`config.mk`:
```
export PLATFORM = sky130hd
export DESIGN_NAME = ibm_frame_status
export DESIGN_NICKNAME = d
export VERILOG_FILES = /design/src/include/ibm_pkg.sv /design/src/verilog/ibm_frame_status.sv
export SDC_FILE = /design/constraint.sdc
export NUM_CORES = 1
export LEC_CHECK = 0
export BUFFER_PORTS_ARGS = -buffer_cell sky130_fd_sc_hd__buf_2
export CAP_MARGIN = 20
export CORE_ASPECT_RATIO = 0.7
export CORE_MARGIN = 4
export CORE_UTILIZATION = 35
export DETAILED_ROUTE_END_ITERATION = 12
export MAX_ROUTING_LAYER = met4
export PLACE_DENSITY_LB_ADDON = 0.2
export SLEW_MARGIN = 20
export SYNTH_ARGS = -nofsm -noshare
export SYNTH_HDL_FRONTEND = slang
export SYNTH_SLANG_ARGS = --single-unit
```
`constraint.sdc`:
```
create_clock -name clock -period 7.85 [get_ports clock]
set_input_delay 1.1775 -clock clock [delete_from_list [all_inputs] [get_ports clock]]
set_output_delay 1.1775 -clock clock [all_outputs]
set_load 0.05 [all_outputs]
```
`src/include/ibm_pkg.sv`:
```
package ibm_pkg;

    // ************************************************************
    // register map (byte addresses, one aligned word each)
    // ************************************************************
    localparam logic [11:0] IBM_CTRL_OFS = 12'h104;
    localparam logic [11:0] IBM_STAT_OFS = 12'h110;
    localparam logic [11:0] IBM_IRQ_STAT_OFS = 12'h114;
    localparam logic [11:0] IBM_IRQ_MASK_OFS = 12'h118;
    localparam logic [11:0] IBM_MAC_HI_OFS = 12'h140;
    localparam logic [11:0] IBM_MAC_LO_OFS = 12'h144;

    // ************************************************************
    // field positions
    // ************************************************************
    // control word
    localparam int IBM_CTRL_DCHK_BIT = 30;
    localparam int IBM_CTRL_RST_BIT = 29;
    // status word, also the layout of irq status and mask
    localparam int IBM_ST_GOOD_BIT = 31;
    localparam int IBM_ST_RESP_BIT = 30;
    localparam int IBM_ST_EXEC_BIT = 29;
    localparam int IBM_ST_MAC_BIT = 14;
    localparam int IBM_ST_FMT_BIT = 13;
    localparam int IBM_ST_CODE_BIT = 12;
    localparam int IBM_ST_CMD_BIT = 11;
    localparam int IBM_ST_OVER_BIT = 10;
    localparam int IBM_ST_LOC_W = 7;

    // ************************************************************
    // reset values
    // ************************************************************
    localparam logic [15:0] IBM_HDR_TYPE_RST = 16'h40FE;
    localparam logic [47:0] IBM_MAC_RST = 48'h0010_A1FF_FF00;
    localparam logic [31:0] IBM_IRQ_MASK_RST = 32'h0000_0000;

    // ************************************************************
    // frame layout and checks
    // ************************************************************
    localparam logic [8:0] IBM_OFS_HDR_HI = 9'h00C;
    localparam logic [8:0] IBM_OFS_HDR_LO = 9'h00D;
    localparam logic [8:0] IBM_OFS_FMT_HI = 9'h00E;
    localparam logic [8:0] IBM_OFS_FMT_LO = 9'h00F;
    localparam logic [8:0] IBM_OFS_CODE_HI = 9'h010;
    localparam logic [8:0] IBM_OFS_CODE_LO = 9'h011;
    localparam logic [8:0] IBM_OFS_CMD0 = 9'h012;
    localparam logic [8:0] IBM_MAC_BYTES = 9'h006;
    localparam logic [15:0] IBM_ACCESS_FMT = 16'h9800;
    localparam logic [15:0] IBM_ACCESS_CODE_A = 16'h0001;
    localparam logic [15:0] IBM_ACCESS_CODE_B = 16'h0002;
    // whole frame incl. 8 zero pad bytes and 4-byte fcs
    localparam logic [8:0] IBM_FRAME_MAX = 9'h140;
    localparam logic [7:0] IBM_CMD_MAX_DEF = 8'h06;

    // ************************************************************
    // bus answers
    // ************************************************************
    localparam logic [1:0] IBM_RESP_OKAY = 2'h0;
    localparam logic [1:0] IBM_RESP_SLVERR = 2'h2;

    // engine states
    typedef enum logic [2:0] {
        IBM_IDLE,
        IBM_RECV,
        IBM_SKIP,
        IBM_EXEC,
        IBM_RESP
    } ibm_state_t;

endpackage

```
`src/verilog/ibm_frame_status.sv`:
```
// What this block does
// - good frame sets good-packet flag
// - sent response sets response-done flag
// - all commands executed sets execution-done flag
// - matching header tag clears done and errors
// - destination MAC mismatch raises address error
// - address error only while checking enabled
// - access format not 0x9800 raises error
// - access codes 1 and 2 only
// - unknown command code raises command error
// - frame over 320 bytes raises oversize
// - length counts zero pad and FCS
// - no response for oversized frame
// - command error reports seven-bit location
// - address checking discards mismatching frames
// - engine reset returns machine, self-clears
// - programmable header type, default 0x40FE
//
// The AXI4-Lite interface to the registers was decided locally.
module ibm_frame_status
    import ibm_pkg::*;
#(
    parameter int ADDR_W = 12,
    parameter logic [7:0] CMD_MAX = IBM_CMD_MAX_DEF
)
(
    // clock and reset
    input wire logic clock,
    input wire logic rstn,
    // axi4-lite write address
    input wire logic awvalid,
    output logic awready,
    input wire logic [ADDR_W-1:0] awaddr,
    input wire logic [2:0] awprot,
    // axi4-lite write data
    input wire logic wvalid,
    output logic wready,
    input wire logic [31:0] wdata,
    input wire logic [3:0] wstrb,
    // axi4-lite write response
    output logic bvalid,
    input wire logic bready,
    output logic [1:0] bresp,
    // axi4-lite read address
    input wire logic arvalid,
    output logic arready,
    input wire logic [ADDR_W-1:0] araddr,
    input wire logic [2:0] arprot,
    // axi4-lite read data
    output logic rvalid,
    input wire logic rready,
    output logic [31:0] rdata,
    output logic [1:0] rresp,
    // received management-port byte stream
    input wire logic rxValid,
    input wire logic [7:0] rxData,
    input wire logic rxLast,
    // command executor handshake
    output logic execStart,
    input wire logic execDone,
    // response transmitter handshake
    output logic respStart,
    input wire logic respSent,
    // interrupt
    output logic irq
);

    // ************************************************************
    // reset synchroniser
    // ************************************************************
    logic [1:0] rstSync_q; // two-stage release
    logic rstSn; // synchronised active-low reset

    // async assert, clocked release
    always_ff @(posedge clock or negedge rstn)
    begin
        if (!rstn)
            rstSync_q <= 2'b00;
        else
            rstSync_q <= {rstSync_q[0], 1'b1};
    end
    assign rstSn = rstSync_q[1];

    // ************************************************************
    // register file state
    // ************************************************************
    logic dchkEn_q; // destination check enable
    logic [15:0] hdrType_q; // management header type
    logic [47:0] macAddr_q; // switch MAC address
    logic [31:0] irqStat_q; // sticky interrupt causes
    logic [31:0] irqMask_q; // interrupt enables
    logic engRst; // one-cycle engine reset pulse

    // status flags
    logic goodFlag_q;
    logic respFlag_q;
    logic execFlag_q;
    logic macErr_q;
    logic fmtErr_q;
    logic codeErr_q;
    logic cmdErr_q;
    logic overErr_q;
    logic [IBM_ST_LOC_W-1:0] errLoc_q; // bad command position
    logic [31:0] statusWord; // assembled status

    // ************************************************************
    // axi4-lite write channel
    // ************************************************************
    logic awHeld_q; // address captured
    logic wHeld_q; // data captured
    logic [ADDR_W-1:0] awAddr_q;
    logic [31:0] wData_q;
    logic [3:0] wStrb_q;
    logic doWrite; // both halves present
    logic [31:0] wrMask; // byte lanes as bits

    // either half may arrive first; each is held until the pair writes
    assign awready = !awHeld_q && !bvalid;
    assign wready = !wHeld_q && !bvalid;
    assign doWrite = awHeld_q && wHeld_q && !bvalid;

    // capture address and data halves
    always_ff @(posedge clock or negedge rstSn)
    begin
        if (!rstSn)
        begin
            awHeld_q <= 1'b0;
            wHeld_q <= 1'b0;
            awAddr_q <= '0;
            wData_q <= '0;
            wStrb_q <= '0;
        end
        else
        begin
            if (awvalid && awready)
            begin
                awHeld_q <= 1'b1;
                awAddr_q <= awaddr;
            end
            else if (doWrite)
                awHeld_q <= 1'b0;
            if (wvalid && wready)
            begin
                wHeld_q <= 1'b1;
                wData_q <= wdata;
                wStrb_q <= wstrb;
            end
            else if (doWrite)
                wHeld_q <= 1'b0;
        end
    end

    // strobes widened to a bit mask
    always_comb
    begin
        for (int i = 0; i < 4; i++)
            wrMask[i*8 +: 8] = {8{wStrb_q[i]}};
    end

    // write response, slverr on unmapped or read-only words
    always_ff @(posedge clock or negedge rstSn)
    begin
        if (!rstSn)
        begin
            bvalid <= 1'b0;
            bresp <= IBM_RESP_OKAY;
        end
        else if (doWrite)
        begin
            bvalid <= 1'b1;
            case (awAddr_q[11:0])
                IBM_CTRL_OFS, IBM_IRQ_STAT_OFS, IBM_IRQ_MASK_OFS,
                IBM_MAC_HI_OFS, IBM_MAC_LO_OFS:
                    bresp <= IBM_RESP_OKAY;
                default:
                    bresp <= IBM_RESP_SLVERR;
            endcase
        end
        else if (bready)
            bvalid <= 1'b0;
    end

    // writable configuration registers
    always_ff @(posedge clock or negedge rstSn)
    begin
        if (!rstSn)
        begin
            dchkEn_q <= 1'b0;
            hdrType_q <= IBM_HDR_TYPE_RST;
            macAddr_q <= IBM_MAC_RST;
            irqMask_q <= IBM_IRQ_MASK_RST;
        end
        else if (doWrite)
        begin
            case (awAddr_q[11:0])
                IBM_CTRL_OFS:
                begin
                    if (wStrb_q[3])
                        dchkEn_q <= wData_q[IBM_CTRL_DCHK_BIT];
                    hdrType_q <= (hdrType_q & ~wrMask[15:0])
                        | (wData_q[15:0] & wrMask[15:0]);
                end
                IBM_IRQ_MASK_OFS:
                    irqMask_q <= (irqMask_q & ~wrMask) | (wData_q & wrMask);
                IBM_MAC_HI_OFS:
                    macAddr_q[47:32] <= (macAddr_q[47:32] & ~wrMask[15:0])
                        | (wData_q[15:0] & wrMask[15:0]);
                IBM_MAC_LO_OFS:
                    macAddr_q[31:0] <= (macAddr_q[31:0] & ~wrMask)
                        | (wData_q & wrMask);
                default:
                begin
                end
            endcase
        end
    end

    assign engRst = doWrite && (awAddr_q[11:0] == IBM_CTRL_OFS)
        && wStrb_q[3] && wData_q[IBM_CTRL_RST_BIT];

    // ************************************************************
    // axi4-lite read channel
    // ************************************************************
    // one read at a time; data is registered, so reads never touch flags
    assign arready = !rvalid;

    always_ff @(posedge clock or negedge rstSn)
    begin
        if (!rstSn)
        begin
            rvalid <= 1'b0;
            rdata <= '0;
            rresp <= IBM_RESP_OKAY;
        end
        else if (arvalid && arready)
        begin
            rvalid <= 1'b1;
            rresp <= IBM_RESP_OKAY;
            case (araddr[11:0])
                // reset bit always reads back as zero
                IBM_CTRL_OFS:
                    rdata <= {1'b0, dchkEn_q, 14'h0000, hdrType_q};
                IBM_STAT_OFS:
                    rdata <= statusWord;
                IBM_IRQ_STAT_OFS:
                    rdata <= irqStat_q;
                IBM_IRQ_MASK_OFS:
                    rdata <= irqMask_q;
                IBM_MAC_HI_OFS:
                    rdata <= {16'h0000, macAddr_q[47:32]};
                IBM_MAC_LO_OFS:
                    rdata <= macAddr_q[31:0];
                default:
                begin
                    rdata <= '0;
                    rresp <= IBM_RESP_SLVERR;
                end
            endcase
        end
        else if (rready)
            rvalid <= 1'b0;
    end

    // ************************************************************
    // frame byte counter
    // ************************************************************
    logic [8:0] byteCnt_q; // index of current byte, saturating

    // follows the link regardless of engine state, so frames stay aligned
    always_ff @(posedge clock or negedge rstSn)
    begin
        if (!rstSn)
            byteCnt_q <= '0;
        else if (rxValid && rxLast)
            byteCnt_q <= '0;
        else if (rxValid && byteCnt_q != 9'h1FF)
            byteCnt_q <= byteCnt_q + 9'h001;
    end

    // ************************************************************
    // frame parser
    // ************************************************************
    ibm_state_t state_q;
    logic parse; // byte belongs to a frame under check
    logic [7:0] hiByte_q; // first byte of a 16-bit field
    logic macMiss_q; // destination differs so far
    logic cmdEnd_q; // terminating zero command seen
    logic frameBad_q; // some error seen this frame
    logic tagHit; // header type byte pair matches
    logic macByteMiss; // this address byte differs
    logic fmtBad;
    logic codeBad;
    logic cmdSlot; // byte is a command code
    logic cmdBad;
    logic overHit;
    logic macBad; // mismatch while checking on

    assign parse = rxValid && (state_q == IBM_RECV
        || (state_q == IBM_IDLE && byteCnt_q == 9'h000));
    assign macByteMiss = rxData
        != macAddr_q[8'(47 - 8*int'(byteCnt_q)) -: 8];
    assign tagHit = parse && byteCnt_q == IBM_OFS_HDR_LO
        && {hiByte_q, rxData} == hdrType_q;
    assign macBad = tagHit && dchkEn_q && macMiss_q;
    assign fmtBad = parse && byteCnt_q == IBM_OFS_FMT_LO
        && {hiByte_q, rxData} != IBM_ACCESS_FMT;
    assign codeBad = parse && byteCnt_q == IBM_OFS_CODE_LO
        && {hiByte_q, rxData} != IBM_ACCESS_CODE_A
        && {hiByte_q, rxData} != IBM_ACCESS_CODE_B;
    // commands sit every fourth byte from the first command slot
    assign cmdSlot = parse && !cmdEnd_q && byteCnt_q >= IBM_OFS_CMD0
        && byteCnt_q[1:0] == IBM_OFS_CMD0[1:0];
    assign cmdBad = cmdSlot && rxData != 8'h00 && rxData > CMD_MAX;
    // count includes zero pad and fcs
    assign overHit = parse && byteCnt_q >= IBM_FRAME_MAX;

    // per-frame bookkeeping
    always_ff @(posedge clock or negedge rstSn)
    begin
        if (!rstSn)
        begin
            hiByte_q <= '0;
            macMiss_q <= 1'b0;
            cmdEnd_q <= 1'b0;
            frameBad_q <= 1'b0;
        end
        else if (parse)
        begin
            hiByte_q <= rxData;
            if (byteCnt_q == 9'h000)
                macMiss_q <= macByteMiss;
            else if (byteCnt_q < IBM_MAC_BYTES && macByteMiss)
                macMiss_q <= 1'b1;
            if (byteCnt_q == 9'h000)
                cmdEnd_q <= 1'b0;
            else if (cmdSlot && rxData == 8'h00)
                cmdEnd_q <= 1'b1;
            if (byteCnt_q == 9'h000)
                frameBad_q <= 1'b0;
            else if (fmtBad || codeBad || cmdBad || overHit)
                frameBad_q <= 1'b1;
        end
    end

    // ************************************************************
    // engine state machine
    // ************************************************************
    // execution and response are handed to neighbours and awaited
    always_ff @(posedge clock or negedge rstSn)
    begin
        if (!rstSn)
        begin
            state_q <= IBM_IDLE;
            execStart <= 1'b0;
            respStart <= 1'b0;
        end
        else if (engRst)
        begin
            state_q <= IBM_IDLE;
            execStart <= 1'b0;
            respStart <= 1'b0;
        end
        else
        begin
            execStart <= 1'b0;
            respStart <= 1'b0;
            case (state_q)
                IBM_IDLE:
                    if (parse && !rxLast)
                        state_q <= IBM_RECV;
                IBM_RECV:
                    if (parse && byteCnt_q == IBM_OFS_HDR_LO
                        && (!tagHit || macBad))
                        state_q <= rxLast ? IBM_IDLE : IBM_SKIP;
                    else if (parse && rxLast)
                    begin
                        if (overHit || overErr_q)
                            state_q <= IBM_IDLE;
                        else if (frameBad_q || fmtBad || codeBad || cmdBad)
                        begin
                            state_q <= IBM_RESP;
                            respStart <= 1'b1;
                        end
                        else
                        begin
                            state_q <= IBM_EXEC;
                            execStart <= 1'b1;
                        end
                    end
                IBM_SKIP:
                    if (rxValid && rxLast)
                        state_q <= IBM_IDLE;
                IBM_EXEC:
                    if (execDone)
                    begin
                        state_q <= IBM_RESP;
                        respStart <= 1'b1;
                    end
                IBM_RESP:
                    if (respSent)
                        state_q <= IBM_IDLE;
                default:
                    state_q <= IBM_IDLE;
            endcase
        end
    end

    // ************************************************************
    // status flags
    // ************************************************************
    logic setGood;
    logic setResp;
    logic setExec;

    assign setGood = state_q == IBM_RECV && parse && rxLast
        && !frameBad_q && !fmtBad && !codeBad && !cmdBad && !overHit
        && !overErr_q && byteCnt_q > IBM_OFS_HDR_LO;
    assign setExec = state_q == IBM_EXEC && execDone;
    assign setResp = state_q == IBM_RESP && respSent;

    // sticky flags; the set term wins over the tag clear
    always_ff @(posedge clock or negedge rstSn)
    begin
        if (!rstSn)
        begin
            goodFlag_q <= 1'b0;
            respFlag_q <= 1'b0;
            execFlag_q <= 1'b0;
            macErr_q <= 1'b0;
            fmtErr_q <= 1'b0;
            codeErr_q <= 1'b0;
            cmdErr_q <= 1'b0;
            overErr_q <= 1'b0;
            errLoc_q <= '0;
        end
        else
        begin
            goodFlag_q <= goodFlag_q | setGood;
            // matching tag clears done and errors
            respFlag_q <= (respFlag_q && !tagHit) || setResp;
            execFlag_q <= (execFlag_q && !tagHit) || setExec;
            macErr_q <= (macErr_q && !tagHit) || macBad;
            fmtErr_q <= (fmtErr_q && !tagHit) || fmtBad;
            codeErr_q <= (codeErr_q && !tagHit) || codeBad;
            overErr_q <= (overErr_q && !tagHit) || overHit;
            cmdErr_q <= (cmdErr_q && !tagHit) || cmdBad;
            // keep position of first bad command
            if (cmdBad && !cmdErr_q)
                errLoc_q <= byteCnt_q[IBM_ST_LOC_W-1:0];
        end
    end

    // status word, reserved bits zero
    always_comb
    begin
        statusWord = '0;
        statusWord[IBM_ST_GOOD_BIT] = goodFlag_q;
        statusWord[IBM_ST_RESP_BIT] = respFlag_q;
        statusWord[IBM_ST_EXEC_BIT] = execFlag_q;
        statusWord[IBM_ST_MAC_BIT] = macErr_q;
        statusWord[IBM_ST_FMT_BIT] = fmtErr_q;
        statusWord[IBM_ST_CODE_BIT] = codeErr_q;
        statusWord[IBM_ST_CMD_BIT] = cmdErr_q;
        statusWord[IBM_ST_OVER_BIT] = overErr_q;
        statusWord[IBM_ST_LOC_W-1:0] = cmdErr_q ? errLoc_q : '0;
    end

    // ************************************************************
    // interrupt
    // ************************************************************
    logic [31:0] irqSet; // event pulses in status layout
    logic [31:0] irqClr; // write-one-to-clear bits

    always_comb
    begin
        irqSet = '0;
        irqSet[IBM_ST_GOOD_BIT] = setGood;
        irqSet[IBM_ST_RESP_BIT] = setResp;
        irqSet[IBM_ST_EXEC_BIT] = setExec;
        irqSet[IBM_ST_MAC_BIT] = macBad;
        irqSet[IBM_ST_FMT_BIT] = fmtBad;
        irqSet[IBM_ST_CODE_BIT] = codeBad;
        irqSet[IBM_ST_CMD_BIT] = cmdBad;
        irqSet[IBM_ST_OVER_BIT] = overHit;
    end

    assign irqClr = (doWrite && awAddr_q[11:0] == IBM_IRQ_STAT_OFS)
        ? (wData_q & wrMask) : 32'h0000_0000;

    // a new event in the clearing cycle survives
    always_ff @(posedge clock or negedge rstSn)
    begin
        if (!rstSn)
            irqStat_q <= '0;
        else
            irqStat_q <= (irqStat_q & ~irqClr) | irqSet;
    end

    // level output while any enabled cause is pending
    assign irq = |(irqStat_q & irqMask_q);

endmodule
```
==> results by group <==
Floorplan
  – Die Ht: 164 um
  – DIE AREA: 37800 um2
  – Initial core utilization: 35.9%
  – Ports: approximately 130
  – Row Count: 56
  – Die width: approximately 230 um
  – Core area: about 34000 um2

Global routing
  – First-pass GRT wire length: about 56000 um
  – GR Overflow Total: 0
  – GRT Overall Usage: about a fifth
  – Vias in the first global route: 8738
  – Initial antenna violation count: 3
  – Largest net degree at the start of global routing: roughly 170

Critical path
  – CP Depth: 5
  – R2R Path Start: byteCnt_q[1]$_DFFE_PN0P_
  – R2R Path End: macMiss_q$_DFFE_PN0P_
  – Slowest CP cell: or4_1
  – Crit-path cells: a22o_1, a221oi_1, nand3_1, or4_1, buf_2
  – Worst Path Arrival: approximately 2.6 ns
  – CP Launch Type: register
  – WP data required: roughly 6.7 ns
  – CP endpoint kind: primary output
  – Worst-path fanout max: 3
  – Critical Path Max Stage Delay: roughly 0.56 ns
  – Register-to-Register Path Depth: 10
  – Buf+Inv Stages, Crit Path: 1
  – Crit path kind: reg2out
  – Worst setup endpoint: irq
  – Reg2reg setup slack: between 4 and 5 ns
  – Cell family with the largest share of critical-path delay: simple AND/OR/NAND/NOR gates

Clocking
  – Clock root cell: clkbuf_16
  – Num CTS Buffers: 28
  – Postcts setup bufs: 0
  – Clock slew at reported path FFs: around 0.060 ns
  – Post-CTS Resized: 0
  – H-tree Lvls: 1
  – CTS sink cnt: 257
  – CTS tree: built
  – Clock Latency Late Sink: between 0.5 and 0.6 ns
  – Hold_buf cts: 0
  – CTS Buffer Depth: 3

STA
  – Relative slew slack: between 20% and 30%
  – Fin crit share: 47.5%
  – Final hold violations: 0
  – Final setup fails: 0
  – RSZ-0062 raised after global routing: no
  – Sum of negative setup slack: 0 ns
  – Fmax: around 270 MHz
  – Crit path time final: about 3.7 ns
  – Clk_skew: 0.00884 ns
  – Worst-Margin Slew: about 1.1 ns
  – Slew Viols, Final: 0

Yosys
  – Mapped cell area: 12100 um2
  – Synth Warn #: 0
  – Main synth FF type: dfrtp_1
  – Synth Area in Adders: about 1.0%
  – Simple-gate area share of the yosys netlist: roughly a tenth
  – Fraction of synthesized area in multiplexers: 17.5%
  – Post-synthesis instance total: 1009
  – Main combinational cell family by area after synthesis: multiplexers
  – Post-synthesis compound-gate area fraction: a little over an eighth
  – Synth cell types: 78
  – Synth Area in XOR/XNOR: about 2.0%
  – Asr flop ratio synth: 100%
  – FF+latch count, synth: 257
  – Syn Area/Cell: 12.0 um2
  – Post-synth EDFFs: 0
  – Register area share after synthesis: between 50% and 60%

Finish
  – Fin nets: roughly 1200
  – Final core utilization: a little over two fifths
  – Area Overhead vs Synth: 17.0%
  – Fillers: between 3000 and 4000
  – Share of layout cells above drive strength 1: 35.0%

Routing
  – Metal3 WL: roughly 2100 um
  – M1 wire length: 18800 um
  – Drc violations: 0
  – Max Used Layer: met4
  – 1st-iter DRT viols: between 900 and 1000
  – Routed wl met2: roughly 15000 um
  – DRT Pass-1 Iters: 5
  – ANT nets after route: 0
  – Wire per inst: 23.0 um
  – Aggregate routed wire length: between 30000 and 40000 um
  – Via count: 8775
  – DR vias/cell: around 5.4

Place
  – Routability cong.: 0.901
  – Final HPWL DP: 26900 um
  – Port Buffers: between 100 and 150

Power
  – Worst vdd ir: about 170 uV
  – LEAKAGE: 6.29 nW
  – Pwr dens: between 200 and 300 nW/um2

Hold path
  – HP Class: reg2async

Outcome
  – Outcome: finished, final reports clean

Run
  – Max Cap Violations: 0
[cells in the final DEF (no fill, tap or decap), drive strengths merged, types with 6 or more instances in the layout]
master  count
nor3        9
nand3      13
a22oi      36
nand4      10
nor4       13
a222oi     15
xnor2      22
ha         10
nor2       45
a21oi      38
inv        11
a21boi     27
a221oi     12
xor2        6
and2       11
a21o       11
buf       134
nor2b       7
dfrtp     229
clkbuf     44
mux2      163
a31oi      13
nand2b      8
dfstp      28
o21ai      35
mux2i      20
nand2      93
[metrics by stage]
step                      cells  setup slack [ns]  area (um2)  hold WS (ns)  total power, mW
after floorplan            1010             0.206       12100         0.331             2.28
after global placement     1558              4.18       13200         0.328             2.53
after detailed placement   1558              4.16       13200         0.334             2.54
after CTS                  1610              4.05       14200         0.336             3.90
after global routing       1612              4.03       14200         0.367             4.04
final                      1613              4.12       14200         0.311             3.85
[metal layers]
metal  GRT usage [%]  up-vias
li1                -     3974
met1            30.8     4522
met2            27.7      234
met3            3.33       45
met4            3.79        0
met5               -        -
[synthesized netlist by cell type, types with 3 or more instances]
master / count / area share [%]
a221o_1: 4 / 0.33
nor4_2: 4 / 0.41
inv_1: 11 / 0.34
and4b_1: 3 / 0.25
a32o_1: 3 / 0.25
a21o_1: 11 / 0.68
nor2b_1: 7 / 0.36
a31oi_1: 13 / 0.67
xor2_1: 6 / 0.43
a221oi_1: 11 / 0.79
nor2_1: 45 / 1.4
buf_4: 3 / 0.19
a222oi_1: 15 / 1.2
o21ai_1: 4 / 0.17
mux2_4: 16 / 2.0
clkbuf_1: 36 / 1.1
buf_2: 11 / 0.45
xnor2_1: 22 / 1.6
nor3_2: 4 / 0.33
nor4_1: 7 / 0.36
nand3b_1: 5 / 0.31
a21boi_0: 26 / 1.6
nand4_1: 10 / 0.52
nand3_1: 13 / 0.54
or3_1: 3 / 0.15
dfstp_2: 28 / 6.1
a22oi_1: 36 / 2.2
mux2i_1: 20 / 1.6
o211ai_1: 4 / 0.25
o22a_1: 3 / 0.22
o22ai_1: 5 / 0.26
a21oi_1: 38 / 1.6
mux2_2: 145 / 13
a22o_1: 4 / 0.29
nand2b_1: 8 / 0.41
nor3_1: 5 / 0.21
dfrtp_1: 229 / 47
and2_1: 9 / 0.46
o21ai_0: 31 / 1.3
nand2_1: 91 / 2.8
ha_1: 10 / 1.0
[cell families (layout without fill, tap and decap cells)]
group	Yosys count	in the layout
adder cells (fa/ha/maj)	10	10
buffers and inverters	61	197
other	2	6
flip-flops	257	257
AO/OA/AOI/OAI	228	228
AND/OR/NAND/NOR	239	239
multiplexers	184	184
XOR/XNOR	28	28
[where the power goes]
group          total [mW]  internal (mW)  switching, mW
Clock                1.34          0.793          0.544
Combinational       0.709          0.323          0.385
Sequential           1.81           1.53          0.280
Total                3.85           2.64           1.21
[final cells by class]
class / instances / area [um2] / share of cell area, %
sequential: 257 / 6470 / 45.6
clock buffer: 44 / 872 / 6.14
multi-input combinational: 692 / 5440 / 38.3
inverter: 11 / 41.3 / 0.291
antenna: 3 / 7.51 / 0.0529
clock inverter: 8 / 72.6 / 0.511
timing repair buffer: 134 / 718 / 5.06
tap: 464 / 581 / 4.09
[how the worst min path moves through the flow]
stage / start / endpoint / cells past startpoint
2_1_floorplan: rstSync_q[0]$_DFF_PN0_ / rstSync_q[1]$_DFF_PN0_ / 0
3_3_place_gp: rstSync_q[1]$_DFF_PN0_ / wData_q[7]$_DFFE_PN0P_ / 0
3_5_place_dp: rstSync_q[1]$_DFF_PN0_ / wData_q[7]$_DFFE_PN0P_ / 0
4_1_cts: rstSync_q[1]$_DFF_PN0_ / asynchronous set/reset pin / 0
5_1_grt: rstSync_q[1]$_DFF_PN0_ / wData_q[5]$_DFFE_PN0P_ / 0
6_report: rstSync_q[1]$_DFF_PN0_ / rdata[7]$_DFFE_PN0P_ / 0
(Power assumes the default switching activity.)
